File: src/hw/acs_pkg.sv
// acs_pkg: shared constants for the conversion sequencer block
// How it works
// - repeat mode end: all-done, run clears, stop
// - all-done with enable raises interrupt request
// - mode 2 converts one channel until stopped
// - each conversion sets done, overwrites slot zero outside mode 3
// - mode 2 never clears run by itself
// - eight slots, each picks one of sixteen
// - length field enables slots zero through N
// - mode 3 cycles enabled slots until stopped
// - sequence result lands in its slot's register
// - pass end sets sequence-done, continues pass
// - repeat mode adds each result to accumulator
// - repeat count resets to one
package acs_pkg;
  // register byte offsets
  localparam logic [7:0] OFS_MAIN = 8'h00;   // main_control
  localparam logic [7:0] OFS_CHAN = 8'h04;   // channel_control
  localparam logic [7:0] OFS_REP = 8'h08;    // repeat_control
  localparam logic [7:0] OFS_SEQL = 8'h0C;   // sequence_config_low
  localparam logic [7:0] OFS_SEQH = 8'h10;   // sequence_config_high
  localparam logic [7:0] OFS_RUN = 8'h14;    // run bit
  localparam logic [7:0] OFS_STAT = 8'h18;   // flag_status
  localparam logic [7:0] OFS_CLR = 8'h1C;    // flag_clear
  localparam logic [7:0] OFS_IEN = 8'h20;    // irq_enable
  localparam logic [7:0] OFS_ACC = 8'h24;    // accumulator_result
  localparam logic [7:0] OFS_RES0 = 8'h40;   // result_slot_zero, slots follow
  // field positions
  localparam int MODE_LSB = 1;
  localparam int SPEED_LSB = 4;
  localparam int ACCUM_ENABLE_BIT = 8;
  localparam int ACCCLR_BIT = 9;
  localparam int LEN_LSB = 16;
  localparam int F_READY = 0;
  localparam int F_CONV = 1;
  localparam int F_ALL = 2;
  localparam int F_SEQ = 3;
  // reset values and sizes
  localparam int CNT_W = 8;
  localparam logic [CNT_W-1:0] CNT_RST = 8'h01;
  localparam int SLOTS = 8;
  // conversion modes
  localparam logic [2:0] MODE_SINGLE = 3'h0;
  localparam logic [2:0] MODE_REPEAT = 3'h1;
  localparam logic [2:0] MODE_CONT = 3'h2;
  localparam logic [2:0] MODE_SEQ = 3'h3;
  typedef enum logic {ST_IDLE, ST_WAIT} acs_state_t;
endpackage : acs_pkg

File: src/hw/acs_top.sv
// acs_top: conversion sequencer with AXI4-Lite registers
`timescale 1ns/1ps
module acs_top #(
  parameter int DATA_W = 12
) (
  input wire logic aclk,
  input wire logic aresetn,
  input wire logic awvalid,
  output logic awready,
  input wire logic [7:0] awaddr,
  input wire logic wvalid,
  output logic wready,
  input wire logic [31:0] wdata,
  input wire logic [3:0] wstrb,
  output logic bvalid,
  input wire logic bready,
  output logic [1:0] bresp,
  input wire logic arvalid,
  output logic arready,
  input wire logic [7:0] araddr,
  output logic rvalid,
  input wire logic rready,
  output logic [31:0] rdata,
  output logic [1:0] rresp,
  input wire logic ext_trigger,
  input wire logic core_ready,
  output logic core_enable,
  output logic [1:0] sample_speed,
  output logic conv_start,
  output logic [3:0] channel_select,
  input wire logic conv_done,
  input wire logic [DATA_W-1:0] conv_data,
  output logic irq
);
  import acs_pkg::*;

  // bus slave state
  logic aw_v_q, aw_v_d, w_v_q, w_v_d, bv_q, bv_d, rv_q, rv_d;
  logic [7:0] aw_a_q, aw_a_d;
  logic [31:0] w_d_q, w_d_d, rd_q, rd_d;
  logic [3:0] w_s_q, w_s_d;
  logic [1:0] br_q, br_d, rr_q, rr_d;
  // configuration
  logic en_q, en_d, accum_enable_q, accum_enable_d;
  logic [2:0] mode_q, mode_d, len_q, len_d;
  logic [1:0] spd_q, spd_d;
  logic [3:0] chsel_q, chsel_d;
  logic [CNT_W-1:0] cnt_q, cnt_d, done_q, done_d;
  logic [3:0] slot_ch_q [SLOTS], slot_ch_d [SLOTS]; // per-slot channel picks
  logic [3:0] ien_q, ien_d;
  // run state and results
  logic run_q, run_d;
  logic [3:0] flag_q, flag_d;
  logic [31:0] acc_q, acc_d;
  logic [DATA_W-1:0] res_q [SLOTS], res_d [SLOTS];
  logic [2:0] slot_q, slot_d;
  acs_state_t st_q, st_d;
  logic start_q, start_d;
  logic [3:0] ch_q, ch_d;
  logic trig_prev_q;
  // synchronised pins
  logic [1:0] pins;
  logic do_wr, wr_ok;
  logic [31:0] wmask;

  acs_sync #(.W(2)) u_sync (
    .aclk(aclk),
    .aresetn(aresetn),
    .pin({core_ready, ext_trigger}),
    .level(pins)
  );

  assign awready = !aw_v_q;
  assign wready = !w_v_q;
  assign arready = !rv_q;
  assign bvalid = bv_q;
  assign bresp = br_q;
  assign rvalid = rv_q;
  assign rdata = rd_q;
  assign rresp = rr_q;
  assign core_enable = en_q;
  assign sample_speed = spd_q;
  assign conv_start = start_q;
  assign channel_select = ch_q;
  assign irq = |(flag_q[F_SEQ:F_CONV] & ien_q[F_SEQ:F_CONV]);

  // write fires once address and data are both held and no response is pending
  assign do_wr = aw_v_q && w_v_q && !bv_q;
  assign wr_ok = (aw_a_q[1:0] == 2'b00) && (aw_a_q <= OFS_IEN);
  assign wmask = {{8{w_s_q[3]}}, {8{w_s_q[2]}}, {8{w_s_q[1]}}, {8{w_s_q[0]}}};

  // merge written bytes into the stored word
  function automatic logic [31:0] merge(input logic [31:0] old, input logic [31:0] nw,
                                        input logic [31:0] m);
    merge = (old & ~m) | (nw & m);
  endfunction : merge

  // read mux: unmapped words read zero
  function automatic logic [31:0] rmux(input logic [7:0] a);
    rmux = '0;
    case (a)
      OFS_MAIN: rmux = {26'h000_0000, spd_q, mode_q, en_q};
      OFS_CHAN: rmux = {28'h000_0000, chsel_q};
      OFS_REP: rmux = {22'h00_0000, 1'b0, accum_enable_q, cnt_q};
      OFS_SEQL: rmux = {13'h0000, len_q, slot_ch_q[3], slot_ch_q[2], slot_ch_q[1],
                        slot_ch_q[0]};
      OFS_SEQH: rmux = {16'h0000, slot_ch_q[7], slot_ch_q[6], slot_ch_q[5], slot_ch_q[4]};
      OFS_RUN: rmux = {31'h0000_0000, run_q};
      OFS_STAT: rmux = {28'h000_0000, flag_q};
      OFS_IEN: rmux = {28'h000_0000, ien_q};
      OFS_ACC: rmux = acc_q;
      default: begin
        if (a >= OFS_RES0 && a < OFS_RES0 + 8'h20) begin
          rmux = 32'(res_q[a[4:2]]);
        end
      end
    endcase
  endfunction : rmux

  // bus channels: one write and one read at a time
  always_comb begin
    aw_v_d = aw_v_q;
    aw_a_d = aw_a_q;
    w_v_d = w_v_q;
    w_d_d = w_d_q;
    w_s_d = w_s_q;
    bv_d = bv_q;
    br_d = br_q;
    rv_d = rv_q;
    rd_d = rd_q;
    rr_d = rr_q;
    if (awvalid && awready) begin
      aw_v_d = 1'b1;
      aw_a_d = awaddr;
    end
    if (wvalid && wready) begin
      w_v_d = 1'b1;
      w_d_d = wdata;
      w_s_d = wstrb;
    end
    if (do_wr) begin
      aw_v_d = 1'b0;
      w_v_d = 1'b0;
      bv_d = 1'b1;
      br_d = wr_ok ? 2'b00 : 2'b10; // slave error on unmapped write
    end else if (bv_q && bready) begin
      bv_d = 1'b0;
    end
    if (arvalid && arready) begin
      rv_d = 1'b1;
      rd_d = rmux(araddr);
      rr_d = (araddr[1:0] == 2'b00 && araddr < OFS_RES0 + 8'h20 &&
              (araddr <= OFS_ACC || araddr >= OFS_RES0)) ? 2'b00 : 2'b10;
    end else if (rv_q && rready) begin
      rv_d = 1'b0;
    end
  end

  // registers, sequencer and flags
  always_comb begin
    logic [31:0] m;
    logic last;
    logic [3:0] hs; // flags that hardware sets in this cycle
    m = '0;
    last = 1'b0;
    hs = 4'h0;
    en_d = en_q;
    mode_d = mode_q;
    spd_d = spd_q;
    chsel_d = chsel_q;
    cnt_d = cnt_q;
    accum_enable_d = accum_enable_q;
    len_d = len_q;
    slot_ch_d = slot_ch_q;
    ien_d = ien_q;
    run_d = run_q;
    flag_d = flag_q;
    acc_d = acc_q;
    res_d = res_q;
    slot_d = slot_q;
    st_d = st_q;
    done_d = done_q;
    start_d = 1'b0;
    ch_d = ch_q;
    flag_d[F_READY] = en_q && pins[1];
    // converter side: a finished conversion sets flags before software clears
    if (st_q == ST_WAIT && conv_done) begin
      st_d = ST_IDLE;
      hs[F_CONV] = 1'b1;
      case (mode_q)
        MODE_REPEAT: begin
          res_d[0] = conv_data;
          if (accum_enable_q) begin
            acc_d = acc_q + 32'(conv_data);
          end
          done_d = done_q + 1'b1;
          if (done_q + 1'b1 >= cnt_q) begin
            hs[F_ALL] = 1'b1;
            run_d = 1'b0;
            done_d = '0;
          end
        end
        MODE_CONT: begin
          res_d[0] = conv_data;
        end
        MODE_SEQ: begin
          res_d[slot_q] = conv_data;
          last = (slot_q >= len_q);
          slot_d = last ? 3'h0 : slot_q + 3'h1;
          if (last) begin
            hs[F_SEQ] = 1'b1;
          end
        end
        default: begin
          res_d[0] = conv_data;
          run_d = 1'b0;
        end
      endcase
    end
    flag_d = flag_d | hs;
    // launch the next conversion while run stays set
    if (st_q == ST_IDLE && run_q && en_q) begin
      st_d = ST_WAIT;
      start_d = 1'b1;
      ch_d = (mode_q == MODE_SEQ) ? slot_ch_q[slot_q] : chsel_q;
    end
    // external trigger edge starts conversion like the run bit
    if (pins[0] && !trig_prev_q && en_q) begin
      run_d = 1'b1;
    end
    if (do_wr && wr_ok) begin
      m = merge(rmux(aw_a_q), w_d_q, wmask);
      case (aw_a_q)
        OFS_MAIN: begin
          en_d = m[0];
          mode_d = m[MODE_LSB +: 3];
          spd_d = m[SPEED_LSB +: 2];
          if (!m[0]) begin
            run_d = 1'b0; // disabling halts the sequencer
          end
        end
        OFS_CHAN: chsel_d = m[3:0];
        OFS_REP: begin
          cnt_d = m[CNT_W-1:0];
          accum_enable_d = m[ACCUM_ENABLE_BIT];
          if (w_s_q[1] && w_d_q[ACCCLR_BIT]) begin
            acc_d = '0;
          end
        end
        OFS_SEQL: begin
          for (int i = 0; i < 4; i++) begin
            slot_ch_d[i] = m[4*i +: 4];
          end
          len_d = m[LEN_LSB +: 3];
        end
        OFS_SEQH: begin
          for (int i = 0; i < 4; i++) begin
            slot_ch_d[i+4] = m[4*i +: 4];
          end
        end
        OFS_RUN: begin
          run_d = m[0];
          if (m[0] && !run_q) begin
            slot_d = '0;
            done_d = '0;
          end
        end
        OFS_CLR: begin
          // a zero clears its flag unless hardware sets it in this same cycle
          for (int i = F_CONV; i <= F_SEQ; i++) begin
            if (!m[i] && !hs[i]) begin
              flag_d[i] = 1'b0;
            end
          end
        end
        OFS_IEN: ien_d = m[3:0];
        default: begin
        end
      endcase
    end
  end

  // registered state
  always_ff @(posedge aclk) begin
    if (!aresetn) begin
      aw_v_q <= 1'b0;
      aw_a_q <= 8'h00;
      w_v_q <= 1'b0;
      w_d_q <= 32'h0000_0000;
      w_s_q <= 4'h0;
      bv_q <= 1'b0;
      br_q <= 2'b00;
      rv_q <= 1'b0;
      rd_q <= 32'h0000_0000;
      rr_q <= 2'b00;
      en_q <= 1'b0;
      mode_q <= MODE_SINGLE;
      spd_q <= 2'b00;
      chsel_q <= 4'h0;
      cnt_q <= CNT_RST;
      accum_enable_q <= 1'b0;
      len_q <= 3'h0;
      slot_ch_q <= '{default: 4'h0};
      ien_q <= 4'h0;
      run_q <= 1'b0;
      flag_q <= 4'h0;
      acc_q <= 32'h0000_0000;
      res_q <= '{default: '0};
      slot_q <= 3'h0;
      st_q <= ST_IDLE;
      done_q <= '0;
      start_q <= 1'b0;
      ch_q <= 4'h0;
      trig_prev_q <= 1'b0;
    end else begin
      aw_v_q <= aw_v_d;
      aw_a_q <= aw_a_d;
      w_v_q <= w_v_d;
      w_d_q <= w_d_d;
      w_s_q <= w_s_d;
      bv_q <= bv_d;
      br_q <= br_d;
      rv_q <= rv_d;
      rd_q <= rd_d;
      rr_q <= rr_d;
      en_q <= en_d;
      mode_q <= mode_d;
      spd_q <= spd_d;
      chsel_q <= chsel_d;
      cnt_q <= cnt_d;
      accum_enable_q <= accum_enable_d;
      len_q <= len_d;
      slot_ch_q <= slot_ch_d;
      ien_q <= ien_d;
      run_q <= run_d;
      flag_q <= flag_d;
      acc_q <= acc_d;
      res_q <= res_d;
      slot_q <= slot_d;
      st_q <= st_d;
      done_q <= done_d;
      start_q <= start_d;
      ch_q <= ch_d;
      trig_prev_q <= pins[0];
    end
  end

  logic fin;
  assign fin = st_q == ST_WAIT && conv_done;
endmodule : acs_top

File: src/hw/acs_sync.sv
// acs_sync: three-stage pin synchroniser with agreement filter
`timescale 1ns/1ps
module acs_sync #(
  parameter int W = 2
) (
  input wire logic aclk,
  input wire logic aresetn,
  input wire logic [W-1:0] pin,
  output logic [W-1:0] level
);
  logic [W-1:0] s1_q, s2_q, s3_q, lvl_q; // stage one is read only by stage two
  logic [W-1:0] lvl_d;
  // accept a change only when the last two stages agree
  always_comb begin
    lvl_d = lvl_q;
    for (int i = 0; i < W; i++) begin
      if (s2_q[i] == s3_q[i]) begin
        lvl_d[i] = s3_q[i];
      end
    end
  end
  always_ff @(posedge aclk) begin
    if (!aresetn) begin
      s1_q <= '0;
      s2_q <= '0;
      s3_q <= '0;
      lvl_q <= '0;
    end else begin
      s1_q <= pin;
      s2_q <= s1_q;
      s3_q <= s2_q;
      lvl_q <= lvl_d;
    end
  end
  assign level = lvl_q;
endmodule : acs_sync

File: config.mk
export PLATFORM = sky130hd
export DESIGN_NAME = acs_top
export DESIGN_NICKNAME = d
export VERILOG_FILES = /design/src/hw/acs_pkg.sv /design/src/hw/acs_top.sv /design/src/hw/acs_sync.sv
export SDC_FILE = /design/constraint.sdc
export NUM_CORES = 1
export LEC_CHECK = 0
export ABC_AREA = 1
export BUFFER_PORTS_ARGS = -buffer_cell sky130_fd_sc_hd__buf_2
export CORE_UTILIZATION = 25
export DETAILED_ROUTE_END_ITERATION = 12
export GPL_TIMING_DRIVEN = 1
export PLACE_DENSITY = 0.39
export REMOVE_ABC_BUFFERS = 1
export SYNTH_ARGS = -nofsm -noshare
export SYNTH_HDL_FRONTEND = slang
export SYNTH_SLANG_ARGS = --single-unit
export TNS_END_PERCENT = 10
File: constraint.sdc
create_clock -name aclk -period 3.4 [get_ports aclk]
set_input_delay 0.17 -clock aclk [delete_from_list [all_inputs] [get_ports aclk]]
set_output_delay 0.17 -clock aclk [all_outputs]
set_load 0.03 [all_outputs]
Word level (Yosys, flattened, before mapping)
Index checks and enable logic that the tools add are counted.
{"block": "op_classes", "add_sub_neg": 3, "order_cmp": 12, "eq_ne": 22, "mux": 63, "n_bitwise": 11, "reduce_logical": 55}
{"op": "one-hot mux 32 bit (9 select lines)", "count": 1}
{"op": "2-to-1 mux 32 bit", "count": 6}
{"op": "one-hot mux 19 bit (9 select lines)", "count": 1}
{"op": "bitwise mux 96 bit", "count": 1}
{"op": "2-to-1 mux 12 bit", "count": 8}
{"op": "binary-select mux 12 bit (select 3 bit)", "count": 2}
{"op": "== test 8 x 5 -> 1 bit, second input constant", "count": 7}
{"op": "2-to-1 mux 8 bit", "count": 6}
{"op": "bitwise AND 19 bit", "count": 2}
{"op": "demux 12 bit (select 3 bit)", "count": 1}
{"op": "adder 32 x 12 -> 32 bit", "count": 1}
{"op": "== test 8 x 4 -> 1 bit, second input constant", "count": 4}
{"op": "== test 8 x 6 -> 1 bit, second input constant", "count": 4}
{"op": "2-to-1 mux 3 bit", "count": 9}
{"op": "logical AND 1 bit", "count": 25}
{"op": "2-to-1 mux 1 bit", "count": 19}
{"op": "2-to-1 mux 19 bit", "count": 1}
{"op": "NOT 19 bit", "count": 1}
{"op": "bitwise OR 19 bit", "count": 1}
{"op": "== test 8 x 3 -> 1 bit, second input constant", "count": 2}
{"op": ">= comparator 8 x 7 -> 1 bit, second input constant", "count": 2}
{"op": "less-or-equal comparator 8 x 6 -> 1 bit, second input constant", "count": 2}
{"op": "logical NOT 8 bit", "count": 2}
{"op": "< comparator 8 x 7 -> 1 bit, second input constant", "count": 2}
{"op": "other kinds (24)", "count": 56}
{"block": "word_totals", "register_bits": 287, "in_bits": 74, "output_inout_bits": 50, "elab_cells": 214}

Longest topological paths before layout
Gate-level depths: netlist of the first run.
{"block": "depth", "depth_word": 14, "mapped_depth": 16, "ltp_nobuf": 15}

Cells and area by module
From an unflattened synthesis of the first run, not the netlist that was laid out.
{"block": "hier_totals", "hier_cells": 2151, "area_unflattened_um2": 14689.1}
{"mod": "acs_top", "n_inst": 1, "cells_per_inst": 2125, "area_per_inst_um2": 14456.4}
{"mod": "acs_sync", "n_inst": 1, "cells_per_inst": 26, "area_per_inst_um2": 232.7}

Least setup slack after synthesis of the first run
OpenSTA, ideal clock, no wires.
{"block": "synth_timing", "path_type": "register -> register", "start": "register done_q[0]", "end": "register done_q[1]", "setup_ns": 0.064, "t_arrival_ns": 2.176, "required_ns": 3.336, "setup_slack_ns": 1.160, "stages_incl_launch_ff": 13, "period_less_slack_ns": 2.240, "cell_sequence": "dfxtp_1 > nand3_1 > nor3b_1 > nand2_1 > xnor2_1 > ha_1 > a21oi_1 > o21a_1 > nand3_1 > nor2_1 > a22o_1 > inv_1 > nor2_1"}
{"block": "synth_between", "elab_chain_cells": 8}
{"item": "start: declaration", "line_no": "acs_top.sv:48", "source": "logic [CNT_W-1:0] cnt_q, cnt_d, done_q, done_d;"}
{"item": "start signal: assignment", "line_no": "acs_top.sv:341", "source": "done_q <= done_d;"}
{"item": "adder 8 x 1 -> 8 bit (*)", "line_no": "acs_top.sv:196, acs_top.sv:197"}
{"item": ">= comparator 8 bit", "line_no": "acs_top.sv:197", "source": "if (done_q + 1'b1 >= cnt_q) begin"}
{"item": "2-to-1 mux 8 bit (*)", "line_no": "acs_top.sv:197"}
{"item": "2-to-1 mux 8 bit (*)", "line_no": "acs_top.sv:190", "source": "case (mode_q)"}
{"item": "2-to-1 mux 8 bit (*)", "line_no": "acs_top.sv:187", "source": "if (st_q == ST_WAIT && conv_done) begin"}
{"item": "2-to-1 mux 8 bit", "line_no": "acs_top.sv:263", "source": "if (m[0] && !run_q) begin"}
{"item": "2-to-1 mux 8 bit", "line_no": "acs_top.sv:233", "source": "case (aw_a_q)"}
{"item": "2-to-1 mux 8 bit (*)", "line_no": "acs_top.sv:231", "source": "if (do_wr && wr_ok) begin"}
Mark *: on every way between the ends. The rest lies on a longest branch, timed or not.
A chain may end at the register's enable or synchronous reset.

Final worst setup path of the first run
{"block": "layout_timing", "start": "register aw_a_q[2]", "end": "register done_q[3]"}
{"block": "layout_between", "elab_chain_cells": 13}
{"item": "start: declaration", "line_no": "acs_top.sv:39", "source": "logic [7:0] aw_a_q, aw_a_d;"}
{"item": "start signal: assignment", "line_no": "acs_top.sv:317", "source": "aw_a_q <= aw_a_d;"}
{"item": "parallel branches: the longest is 12 deep, another holds >= comparator 8 x 7 -> 1 bit"}
{"item": "2-to-1 mux 8 bit (*)", "line_no": "acs_top.sv:231"}
Mark *: on every way between the ends. The select of a mux whose other input is x is not followed.

==> results.rst, run 1 <==
.. list-table::
   :header-rows: 1

   * - Metric
     - Value
   * - Die width
     - roughly 240 µm
   * - Core Rows
     - a little under 90
   * - Final setup viols
     - 0
   * - Max Root-Sink Buffers
     - 3
   * - DIE HEIGHT
     - about 240 µm
   * - Dominant cell type by area after synthesis
     - sky130_fd_sc_hd__dfxtp_1
   * - Floorplan core area
     - 57,800 µm²
   * - Vias after detailed routing
     - about 15,000
   * - Placed standard-cell area
     - approximately 16,000 µm²
   * - Global-route wire length before repair
     - 91,200 µm
   * - Via density
     - 4.90
   * - Nets
     - roughly 2,400
   * - Cell area after synthesis
     - 14,600 µm²
   * - Post-layout total power
     - 8.41 mW
   * - Most frequent CP cell
     - sky130_fd_sc_hd__nand2_1
   * - Time the final worst path needs with I/O delays and setup
     - ~2.9 ns
   * - Final Hold Violating Endpoints
     - 0
   * - Power per unit of standard cell area
     - between 400 and 500 nW/µm²
   * - Final antenna-violating net count
     - 0
   * - Top-area cell type share of the netlist area
     - 0.390
   * - Arrival time of the worst setup path
     - 3.27 ns
   * - Clock latency on the worst-skew pair
     - roughly 0.56 ns
   * - Critical setup path kind
     - flop to flop
   * - Worst VDD drop
     - 0.286 mV
   * - CTS tree
     - yes
   * - CTS H-tree lvls
     - 2
   * - Initial DRC Count
     - 1,254
   * - Flip-flop and latch count after synthesis
     - 285
   * - Post-CTS setup buffers
     - 0
   * - Count of non-filler cells in the finished layout
     - approximately 3,100
   * - Area of the die
     - slightly below 60,000 µm²
   * - Placed Cells incl. Taps
     - about 3,000
   * - Setup repair after global routing missed its margin
     - false
   * - Antenna diodes
     - 0
   * - Fill count
     - approximately 6,300
   * - Fraction of the core area covered by cells at the end of the flow
     - 0.309
   * - CP bufs+invs
     - 2
   * - Data required time of the critical path
     - 3.82 ns
   * - Top cells by area, synth
     - sky130_fd_sc_hd__dfxtp_1 39%, sky130_fd_sc_hd__nand2_1 9.9%, sky130_fd_sc_hd__o21ai_0 9.0%
   * - Final global-route overflow total
     - 0
   * - Smallest hold slack
     - around 0.023 ns
   * - Cell with the largest stage delay on the worst path
     - sky130_fd_sc_hd__dfxtp_1
   * - Routability cong.
     - roughly 0.91
   * - Top-level I/O count
     - 124
   * - Tightest slew margin relative to the limit
     - 0.463
   * - DR pass1 iterations
     - 5
   * - Effective utilization at floorplan
     - 0.253
   * - Setup WS post-layout
     - between 0.5 and 0.6 ns
   * - Post-synthesis cell count
     - approximately 2,100
   * - Buffers added on ports
     - between 100 and 150
   * - Post-DP HPWL
     - between 40,000 and 50,000 µm
   * - Antenna violations before repair
     - 0
   * - Root Buffer Master
     - sky130_fd_sc_hd__clkbuf_16
   * - DP Worst Slack
     - just under 0.6 ns
   * - Class of the tightest hold or removal check
     - input port to flop
   * - Max FO, Critical Path
     - 13
   * - Most common cell in the synthesized netlist
     - sky130_fd_sc_hd__nand2_1
   * - Pin count of the biggest net entering global routing
     - 65
   * - Number of different library cells in the post-synthesis netlist
     - 53
   * - Share of post-route cells with drive strength above 1
     - 0.121
   * - Vias in the first global route
     - between 10,000 and 15,000
   * - Most used standard cells in the synthesized netlist
     - 385 x sky130_fd_sc_hd__nand2_1, 285 x sky130_fd_sc_hd__dfxtp_1, 262 x sky130_fd_sc_hd__o21ai_0, 257 x sky130_fd_sc_hd__inv_1, 253 x sky130_fd_sc_hd__a21oi_1
   * - Gr usage total
     - 0.202
   * - DRC violation count after routing
     - 0
   * - Endpoint kind of the worst setup timing path
     - flop
   * - Most used flip-flop cell after synthesis
     - sky130_fd_sc_hd__dfxtp_1
   * - Maximum cell stage delay along the critical path
     - around 0.74 ns
   * - Wire length reported by the detailed router
     - around 61,000 µm
   * - Period utilisation layout
     - 0.839
   * - Total area of multi-input combinational cells
     - around 7500 µm²
   * - Number of enable-type register cells in the synthesized netlist
     - 0
   * - Summed negative setup slack over all endpoints
     - 0 ns
   * - Area delta synth->final
     - 22.1%
   * - Transition at the pin with the smallest max-transition slack
     - between 0.8 and 0.9 ns
   * - Outcome
     - complete, no violations
   * - Leakage power summed over all cells
     - 7.16 nW
   * - Cells along the critical path
     - inv_2 -> nor2_4 -> nand2_1 -> nor2_1 -> nand2_1 -> nand2_1 -> nor3_1 -> nand2_1 -> inv_1 -> nand2_1 -> nand3_1 -> nand2_1 -> nor2_1
   * - Area occupied by registers
     - about 5700 µm²
   * - Clock sink count
     - 285
   * - Max frequency
     - approximately 350 MHz
   * - Family with the most delay on the worst path
     - simple AND/OR/NAND/NOR gates
   * - R2R setup slack
     - between 0.5 and 0.6 ns
   * - MaxCap Viol Count
     - 0
   * - TritonCTS Buffers
     - 38
   * - Proportion of synthesized flip-flops having asynchronous set or reset
     - 0
   * - Pins Over Slew Limit
     - 0
   * - Cell area after layout
     - 17,900 µm²
   * - Yosys warns
     - 0
   * - Clock transition at the register clock pins on the worst setup and hold paths after CTS
     - roughly 0.06 ns
   * - Worst setup SP type
     - flop
   * - Average detailed-routed wire length per instance
     - slightly below 20 µm
   * - Mean post-synth cell area
     - 6.85 µm²
   * - Worst-case clock skew
     - about 0.020 ns
   * - Sequential share of the synthesized area
     - 0.390
-- flip-flops by register name, indices dropped and copies added, names as in the netlist, 8 cells and up --
signal / flops
done_q: 8
slot_ch_q: 32
w_d_q: 19
aw_a_q: 8
res_q: 96
cnt_q: 8
acc_q: 32
rdata: 32
-- routing by layer --
layer / vias to the layer above / part of all wire / GRT usage
li1: 7467 / - / -
met1: 7080 / 0.47 / 0.277
met2: 438 / 0.45 / 0.322
met3: 97 / 0.049 / 0.0255
met4: 0 / 0.033 / 0.0778
met5: - / 0 / 0
-- worst reg2reg max path, cell delays in order, from the launching register on --
cell and delay (ns):
sky130_fd_sc_hd__dfxtp_1 0.74, sky130_fd_sc_hd__inv_2 0.26, sky130_fd_sc_hd__nor2_4 0.33, sky130_fd_sc_hd__nand2_1 0.15, sky130_fd_sc_hd__nor2_1 0.27, sky130_fd_sc_hd__nand2_1 0.10
sky130_fd_sc_hd__nand2_1 0.07, sky130_fd_sc_hd__nor3_1 0.04, sky130_fd_sc_hd__nand2_1 0.10, sky130_fd_sc_hd__inv_1 0.05, sky130_fd_sc_hd__nand2_1 0.05, sky130_fd_sc_hd__nand3_1 0.06
sky130_fd_sc_hd__nand2_1 0.41, sky130_fd_sc_hd__nor2_1 0.08
-- where the power goes --
part           switching, mW  internal, mW
clock                   1.58          2.61
sequential            0.0406          3.39
combinational          0.556         0.241
-- layout by cell type, fill, tap and decap left out, drive strengths merged, types with 2 or more instances in the layout --
cell and n:
a21o 2, a21oi 253, a221oi 5, a22o 3
a22oi 9, a31oi 2, buf 166, bufinv 4
clkbuf 56, clkinv 4, conb 2, dfxtp 285
dlygate4sd3 43, ha 25, inv 270, mux2i 4
nand2 398, nand3 119, nand3b 5, nand4 12
nor2 215, nor3 17, nor4 3, o2111ai 17
o211ai 10, o21a 2, o21ai 281, o21bai 2
o221ai 3, o22ai 75, o32ai 4, or2 3
xnor2 5, xor2 6
-- layout make-up --
class | instances | area share
multi-input cells | 1487 | 0.419
repair buffers | 209 | 0.0797
clock inverters | 8 | 0.00805
well taps | 765 | 0.0535
inverters | 270 | 0.0568
flip-flops and latches | 285 | 0.319
clock buffers | 56 | 0.0638
-- worst paths after layout --
path | startpoint | endpoint | depth (start not counted)
setup reg to reg | aw_a_q[2] | done_q[3] | 13
hold / removal | conv_data[8] | res_q[8] | 3
setup / recovery | aw_a_q[2] | done_q[3] | 13
hold reg to reg | u_sync.s1_q[1] | u_sync.s2_q[1] | 2
-- what timing repair did --
action | CTS | global route
endpoints found under the hold margin | 48 | 0
gates resized for setup | 0 | 0
hold buffers | 43 | 0
-- cells by family after synthesis --
group           share of synthesized area
simple gates                        0.228
compound gates                      0.251
buf+inv                            0.0990
flops                               0.390
fa+ha+maj                          0.0227
xor+xnor                          0.00658
mux                               0.00273
other cells                      0.000256
Note: power is estimated with default switching activity, not from simulation.
==> run 2, diff against run 1 <==
- clock period: 3.4 -> 2.95 ns (I/O delays scaled with it)
==> run 2 against run 1 <==
  * Sequential power increased by 15%
  * Largest power group unchanged
  * Worst setup slack got worse by 0.21 ns
  * Final cell count increased by 0.52%
  * Wire length rose by 1.4%
  * Flip-flop and latch count unchanged
  * Die area unchanged
==> results.rst, run 2 (synthesis results as in run 1) <==
.. list-table::
   :header-rows: 1

   * - Metric
     - Value
   * - Floorplan core area
     - 57,800 µm²
   * - Clock sink count
     - around 290
   * - Leakage power summed over all cells
     - between 7 and 8 nW
   * - Vias after detailed routing
     - 15,100
   * - Arrival time of the worst setup path
     - approximately 3 ns
   * - Top-level I/O count
     - ~120
   * - Share of post-route cells with drive strength above 1
     - 0.125
   * - Transition at the pin with the smallest max-transition slack
     - approximately 0.80 ns
   * - DR pass1 iterations
     - 5
   * - Buffers added on ports
     - approximately 110
   * - Internal portion of total power
     - 7.37 mW
   * - Effective utilization at floorplan
     - 0.253
   * - Leading cell type in the layout, fill and taps excluded
     - sky130_fd_sc_hd__nand2_1
   * - Clock transition at the register clock pins on the worst setup and hold paths after CTS
     - about 0.06 ns
   * - Number of cell instances on the worst register-to-register path
     - 13
   * - Count of non-filler cells in the finished layout
     - slightly above 3,000
   * - Cells along the critical path
     - inv_2 -> nand2_2 -> nor2_2 -> nand2_2 -> inv_2 -> nand2_1 -> o211ai_1 -> nor2_1 -> nand3_1 -> nand2_1 -> nand3_1 -> nand2_1 -> inv_1
   * - Endpoint kind of the worst setup timing path
     - flop
   * - Area of the die
     - roughly 60,000 µm²
   * - Routability cong.
     - roughly 0.9
   * - Final Hold Violating Endpoints
     - 0
   * - Antenna diodes
     - 0
   * - Tightest slew margin relative to the limit
     - 0.465
   * - Final global-route overflow total
     - 0
   * - Switch share
     - 0.259
   * - Power per unit of standard cell area
     - roughly 550 nW/µm²
   * - Vias in the first global route
     - approximately 15,000
   * - Wire length reported by the detailed router
     - 61,800 µm
   * - Final setup viols
     - 0
   * - Core Rows
     - 88
   * - Worst hold path startpoint
     - aresetn
   * - Cell with the largest stage delay on the worst path
     - sky130_fd_sc_hd__dfxtp_1
   * - Antenna violations before repair
     - 0
   * - Placed standard-cell area
     - 16,300 µm²
   * - Net switching power figure
     - 2.58 mW
   * - TritonCTS Buffers
     - 38
   * - Outcome
     - complete, no violations
   * - Post-DP HPWL
     - about 45,000 µm
   * - Max frequency
     - roughly 380 MHz
   * - Worst VDD drop
     - 0.481 mV
   * - Clock share of power
     - 0.509
   * - Initial DRC Count
     - 1,074
   * - Combinational Power Share
     - 0.094
   * - Sequential Power Share
     - 0.397
   * - DRC violation count after routing
     - 0
   * - Via density
     - between 4 and 5
   * - Leading cell types in the layout, fill and taps excluded
     - 385 x sky130_fd_sc_hd__nand2_1, 285 x sky130_fd_sc_hd__dfxtp_1, 262 x sky130_fd_sc_hd__o21ai_0
   * - CTS tree
     - yes
   * - Most frequent CP cell
     - sky130_fd_sc_hd__nand2_1
   * - Summed negative setup slack over all endpoints
     - 0 ns
   * - DIE HEIGHT
     - around 240 µm
   * - Maximum cell stage delay along the critical path
     - 0.66 ns
   * - Worst-case clock skew
     - 0.0117 ns
   * - Worst reg2reg path endpoint
     - slot_ch_q[29]
   * - R2R setup slack
     - between 0.3 and 0.4 ns
   * - Root Buffer Master
     - sky130_fd_sc_hd__clkbuf_16
   * - Number of flip-flops in the largest register
     - between 90 and 100
   * - Setup repair after global routing missed its margin
     - false
   * - Placed Cells incl. Taps
     - around 3,000
   * - Max FO, Critical Path
     - 8
   * - Global-route wire length before repair
     - 92,200 µm
   * - Most flops, register
     - res_q
   * - DP Worst Slack
     - around 0.31 ns
   * - Average detailed-routed wire length per instance
     - ~20 µm
   * - Period utilisation layout
     - 0.886
   * - Fill count
     - around 6,300
   * - First element of the critical path
     - aw_a_q[3]
   * - CTS H-tree lvls
     - 2
   * - Die width
     - about 240 µm
   * - Worst setup SP type
     - flop
   * - Data required time of the critical path
     - around 3.4 ns
   * - MaxCap Viol Count
     - 0
   * - Max Root-Sink Buffers
     - 3
   * - Time the final worst path needs with I/O delays and setup
     - approximately 2.6 ns
   * - Post-CTS setup buffers
     - 0
   * - Pins Over Slew Limit
     - 0
   * - Nets
     - around 2,400
   * - Cell area after layout
     - between 15,000 and 20,000 µm²
   * - Gr usage total
     - 0.205
   * - Area delta synth->final
     - 23.2%
   * - Pin count of the biggest net entering global routing
     - just under 70
   * - Startpoint of the worst register-to-register path
     - aw_a_q[3]
   * - Class of the tightest hold or removal check
     - input port to flop
   * - Critical setup path kind
     - flop to flop
   * - Setup WS post-layout
     - approximately 0.34 ns
   * - Worst setup path endpoint
     - slot_ch_q[29]
   * - Clock latency on the worst-skew pair
     - ~0.57 ns
   * - Final antenna-violating net count
     - 0
[run 2: changes by cell type in the layout (fill, tap and decap cells not counted), sizes merged]
cell	before	now
bufinv	4	7
buf	166	175
inv	270	269
clkinv	4	10
dlygate4sd3	43	44
clkbuf	56	54
[run 2: per-stage QoR]
stage	total power [mW]	utilization	hold WS, ns
after floorplan	4.48	-	0.241
after global routing	10.3	0.312	0.0339
after detailed placement	4.93	0.281	0.337
after global placement	4.93	0.281	0.332
final	9.94	0.312	0.0312
after CTS	10.1	0.312	0.0156
[run 2: power by group through the flow]
stage          registers [mW]  clock network (mW)  logic, mW
3_5_place_dp             4.03                   0      0.902
4_1_cts                  3.95                5.20      0.950
6_report                 3.95                5.06      0.940
2_1_floorplan            4.03                   0      0.445
3_3_place_gp             4.03                   0      0.898
5_1_grt                  3.95                5.35       1.03
[run 2: worst min-delay path by stage]
| stage | to | slack, ns | cells past startpoint |
|---|---|---|---|
| 2_1_floorplan | u_sync.s1_q[0] | 0.24 | 2 |
| 3_3_place_gp | u_sync.s1_q[1] | 0.33 | 3 |
| 3_5_place_dp | u_sync.s1_q[0] | 0.34 | 3 |
| 4_1_cts | u_sync.s2_q[0] | 0.02 | 3 |
| 5_1_grt | u_sync.s1_q[0] | 0.03 | 3 |
| 6_report | u_sync.s2_q[0] | 0.03 | 3 |
[run 2: metal layers]
| metal | global-route usage | routed length [µm] |
|---|---|---|
| met5 | 0 | 0 |
| met4 | 0.0811 | 2290 |
| met2 | 0.334 | 28100 |
| met1 | 0.272 | 28600 |
| met3 | 0.0290 | 2770 |
[run 2: critical path, delay by kind of cell (launching register included)]
kind	cells	cell delay [ns]
buf+inv	3	0.30
compound gates	1	0.18
flops	1	0.66
simple gates	9	1.38
[run 2: layout make-up]
| class | count | area [µm²] | area share |
|---|---|---|---|
| sequential | 285 | 5710 | 0.316 |
| tap | 765 | 957 | 0.0531 |
| multi-input combinational | 1487 | 7490 | 0.415 |
| clock buffer | 54 | 1080 | 0.0601 |
| clock inverter | 16 | 255 | 0.0142 |
| timing repair buffer | 219 | 1530 | 0.0846 |
| inverter | 270 | 1020 | 0.0563 |
[run 2: what timing repair did]
item	in CTS	in global routing
hold buffers	44	0
hold endpoints to repair	54	0
endpoints found under the setup margin	0	2
resized for setup	0	1
==> run 3, diff against run 2 <==
- CORE_UTILIZATION: 25 -> 30
- PLACE_DENSITY: 0.39 -> 0.45
==> run 3 against run 2 <==
  * Critical path depth unchanged
  * Design area down 0.99%
  * First-iteration DRC count up 2.5%
  * Wire length down 4.9%
  * Largest power group unchanged
==> results.rst, run 3 (synthesis results as in run 1) <==
.. list-table::
   :header-rows: 1

   * - Metric
     - Value
   * - Pin count of the biggest net entering global routing
     - 83
   * - Switch share
     - 0.264
   * - Leading cell type in the layout, fill and taps excluded
     - sky130_fd_sc_hd__nand2_1
   * - Clock transition at the register clock pins on the worst setup and hold paths after CTS
     - approximately 0.060 ns
   * - Fraction of the core area covered by cells at the end of the flow
     - 0.372
   * - Clock latency on the worst-skew pair
     - around 0.57 ns
   * - Worst setup SP type
     - flop
   * - Worst VDD drop
     - approximately 0.28 mV
   * - Via density
     - a little over 5
   * - Initial DRC Count
     - 1,101
   * - Vias in the first global route
     - about 15,000
   * - Area delta synth->final
     - 22.0%
   * - Data required time of the critical path
     - approximately 3.4 ns
   * - Leakage power summed over all cells
     - between 7 and 8 nW
   * - CTS tree
     - yes
   * - Final Hold Violating Endpoints
     - 0
   * - Number of flip-flops in the largest register
     - 96
   * - Class of the tightest hold or removal check
     - input port to flop
   * - Die width
     - approximately 220 µm
   * - Top-level I/O count
     - about 120
   * - Max Root-Sink Buffers
     - 3
   * - Vias after detailed routing
     - ~15,000
   * - Endpoint kind of the worst setup timing path
     - flop
   * - Clock sink count
     - between 200 and 300
   * - DIE HEIGHT
     - about 220 µm
   * - Internal portion of total power
     - between 7 and 8 mW
   * - Share of post-route cells with drive strength above 1
     - 0.128
   * - Combinational Power Share
     - 0.097
   * - Sequential Power Share
     - 0.409
   * - DR pass1 iterations
     - 6
   * - Cell area after layout
     - approximately 18,000 µm²
   * - Post-DP HPWL
     - 42,400 µm
   * - Area of the die
     - about 50,000 µm²
   * - Antenna violations before repair
     - 0
   * - Antenna diodes
     - 0
   * - DRC violation count after routing
     - 0
   * - Placed Cells incl. Taps
     - between 2,000 and 3,000
   * - Setup repair after global routing missed its margin
     - false
   * - Buffers added on ports
     - 107
   * - Summed negative setup slack over all endpoints
     - 0 ns
   * - Final setup viols
     - 0
   * - Outcome
     - complete, no violations
   * - Critical setup path kind
     - flop to flop
   * - Pins Over Slew Limit
     - 0
   * - Fill count
     - around 5,100
   * - Time the final worst path needs with I/O delays and setup
     - about 2.6 ns
   * - Core Rows
     - 80
   * - Nets
     - roughly 2,400
   * - Worst-case clock skew
     - 0.0248 ns
   * - Global-route wire length before repair
     - around 89,000 µm
   * - MaxCap Viol Count
     - 0
   * - Average detailed-routed wire length per instance
     - about 20 µm
   * - Period utilisation layout
     - 0.881
   * - Placed standard-cell area
     - 16,100 µm²
   * - Wire length reported by the detailed router
     - 58,800 µm
   * - Arrival time of the worst setup path
     - approximately 3.1 ns
   * - Most flops, register
     - res_q
   * - Gr usage total
     - 0.235
   * - Max FO, Critical Path
     - 8
   * - Power per unit of standard cell area
     - between 500 and 600 nW/µm²
   * - Count of non-filler cells in the finished layout
     - between 2,000 and 3,000
   * - CTS H-tree lvls
     - 2
   * - Final antenna-violating net count
     - 0
   * - Floorplan core area
     - 47,900 µm²
   * - Routability cong.
     - ~0.9
   * - Final global-route overflow total
     - 0
   * - Net switching power figure
     - approximately 2.5 mW
   * - Post-CTS setup buffers
     - 0
   * - Leading cell types in the layout, fill and taps excluded
     - 385 x sky130_fd_sc_hd__nand2_1, 285 x sky130_fd_sc_hd__dfxtp_1, 262 x sky130_fd_sc_hd__o21ai_0
   * - Transition at the pin with the smallest max-transition slack
     - 0.832 ns
   * - Max frequency
     - between 300 and 400 MHz
   * - Clock share of power
     - 0.495
   * - Tightest slew margin relative to the limit
     - 0.443
   * - Root Buffer Master
     - sky130_fd_sc_hd__clkbuf_16
   * - TritonCTS Buffers
     - 38
   * - Effective utilization at floorplan
     - 0.305
==> run 3: final cells by class <==
type	instances	area (µm²)	share of cell area
multi-input combinational	1487	7490	0.420
sequential	285	5710	0.319
timing repair buffer	227	1590	0.0890
clock buffer	58	1170	0.0655
inverter	270	1020	0.0569
tap	615	769	0.0431
clock inverter	11	118	0.00659
==> run 3: path summary, 6_finish.rpt <==
check / startpoint / end / slack [ns] / cells past startpoint
max: done_q[0] / done_q[4] / 0.35 / 13
min: conv_data[0] / res_q[60] / 0.04 / 3
max reg2reg: done_q[0] / done_q[4] / 0.35 / 13
min reg2reg: u_sync.s1_q[1] / u_sync.s2_q[1] / 0.41 / 2
==> run 3: timing repair <==
item | CTS | global route
resized for setup | 0 | 1
hold buffers | 45 | 0
endpoints found under the hold margin | 68 | 0
setup endpoints to repair | 0 | 7
==> run 3: worst max-delay path: stages, from the launching register on <==
cell	delay (ns)
sky130_fd_sc_hd__dfxtp_1	0.41
sky130_fd_sc_hd__nand3_1	0.16
sky130_fd_sc_hd__nor3b_1	0.30
sky130_fd_sc_hd__nand2_1	0.11
sky130_fd_sc_hd__xnor2_1	0.21
sky130_fd_sc_hd__ha_1	0.28
sky130_fd_sc_hd__a21oi_1	0.16
sky130_fd_sc_hd__o21a_1	0.14
sky130_fd_sc_hd__nand3_1	0.15
sky130_fd_sc_hd__nor2_2	0.31
sky130_fd_sc_hd__nand2_1	0.08
sky130_fd_sc_hd__o21ai_0	0.09
sky130_fd_sc_hd__inv_1	0.06
sky130_fd_sc_hd__nor2_1	0.09
==> run 3: power groups by stage <==
stage	clock [mW]	sequential [mW]	combinational [mW]
global placement	0	4.03	0.879
global route	5.05	3.95	1.02
floorplan	0	4.03	0.445
finish	4.78	3.94	0.932
CTS	4.89	3.94	0.929
detailed placement	0	4.03	0.882
==> run 3: metal layers <==
metal / vias up / wire [µm] / part of all wire / global-route usage
met1: 7081 / 26300 / 0.45 / 0.309
li1: 7516 / - / - / -
met3: 98 / 3350 / 0.057 / 0.0378
met5: - / 0 / 0 / 0
met2: 439 / 26900 / 0.46 / 0.385
met4: 0 / 2160 / 0.037 / 0.0932
==> run 3: per-stage QoR <==
step | worst slack, ns | total power [mW] | hold slack, ns
after detailed placement | 0.271 | 4.91 | 0.335
final | 0.352 | 9.65 | 0.0355
after CTS | 0.225 | 9.76 | 0.00616
after global placement | 0.283 | 4.91 | 0.333
after floorplan | 0.688 | 4.48 | 0.241
after global routing | 0.00494 | 10.0 | 0.0262
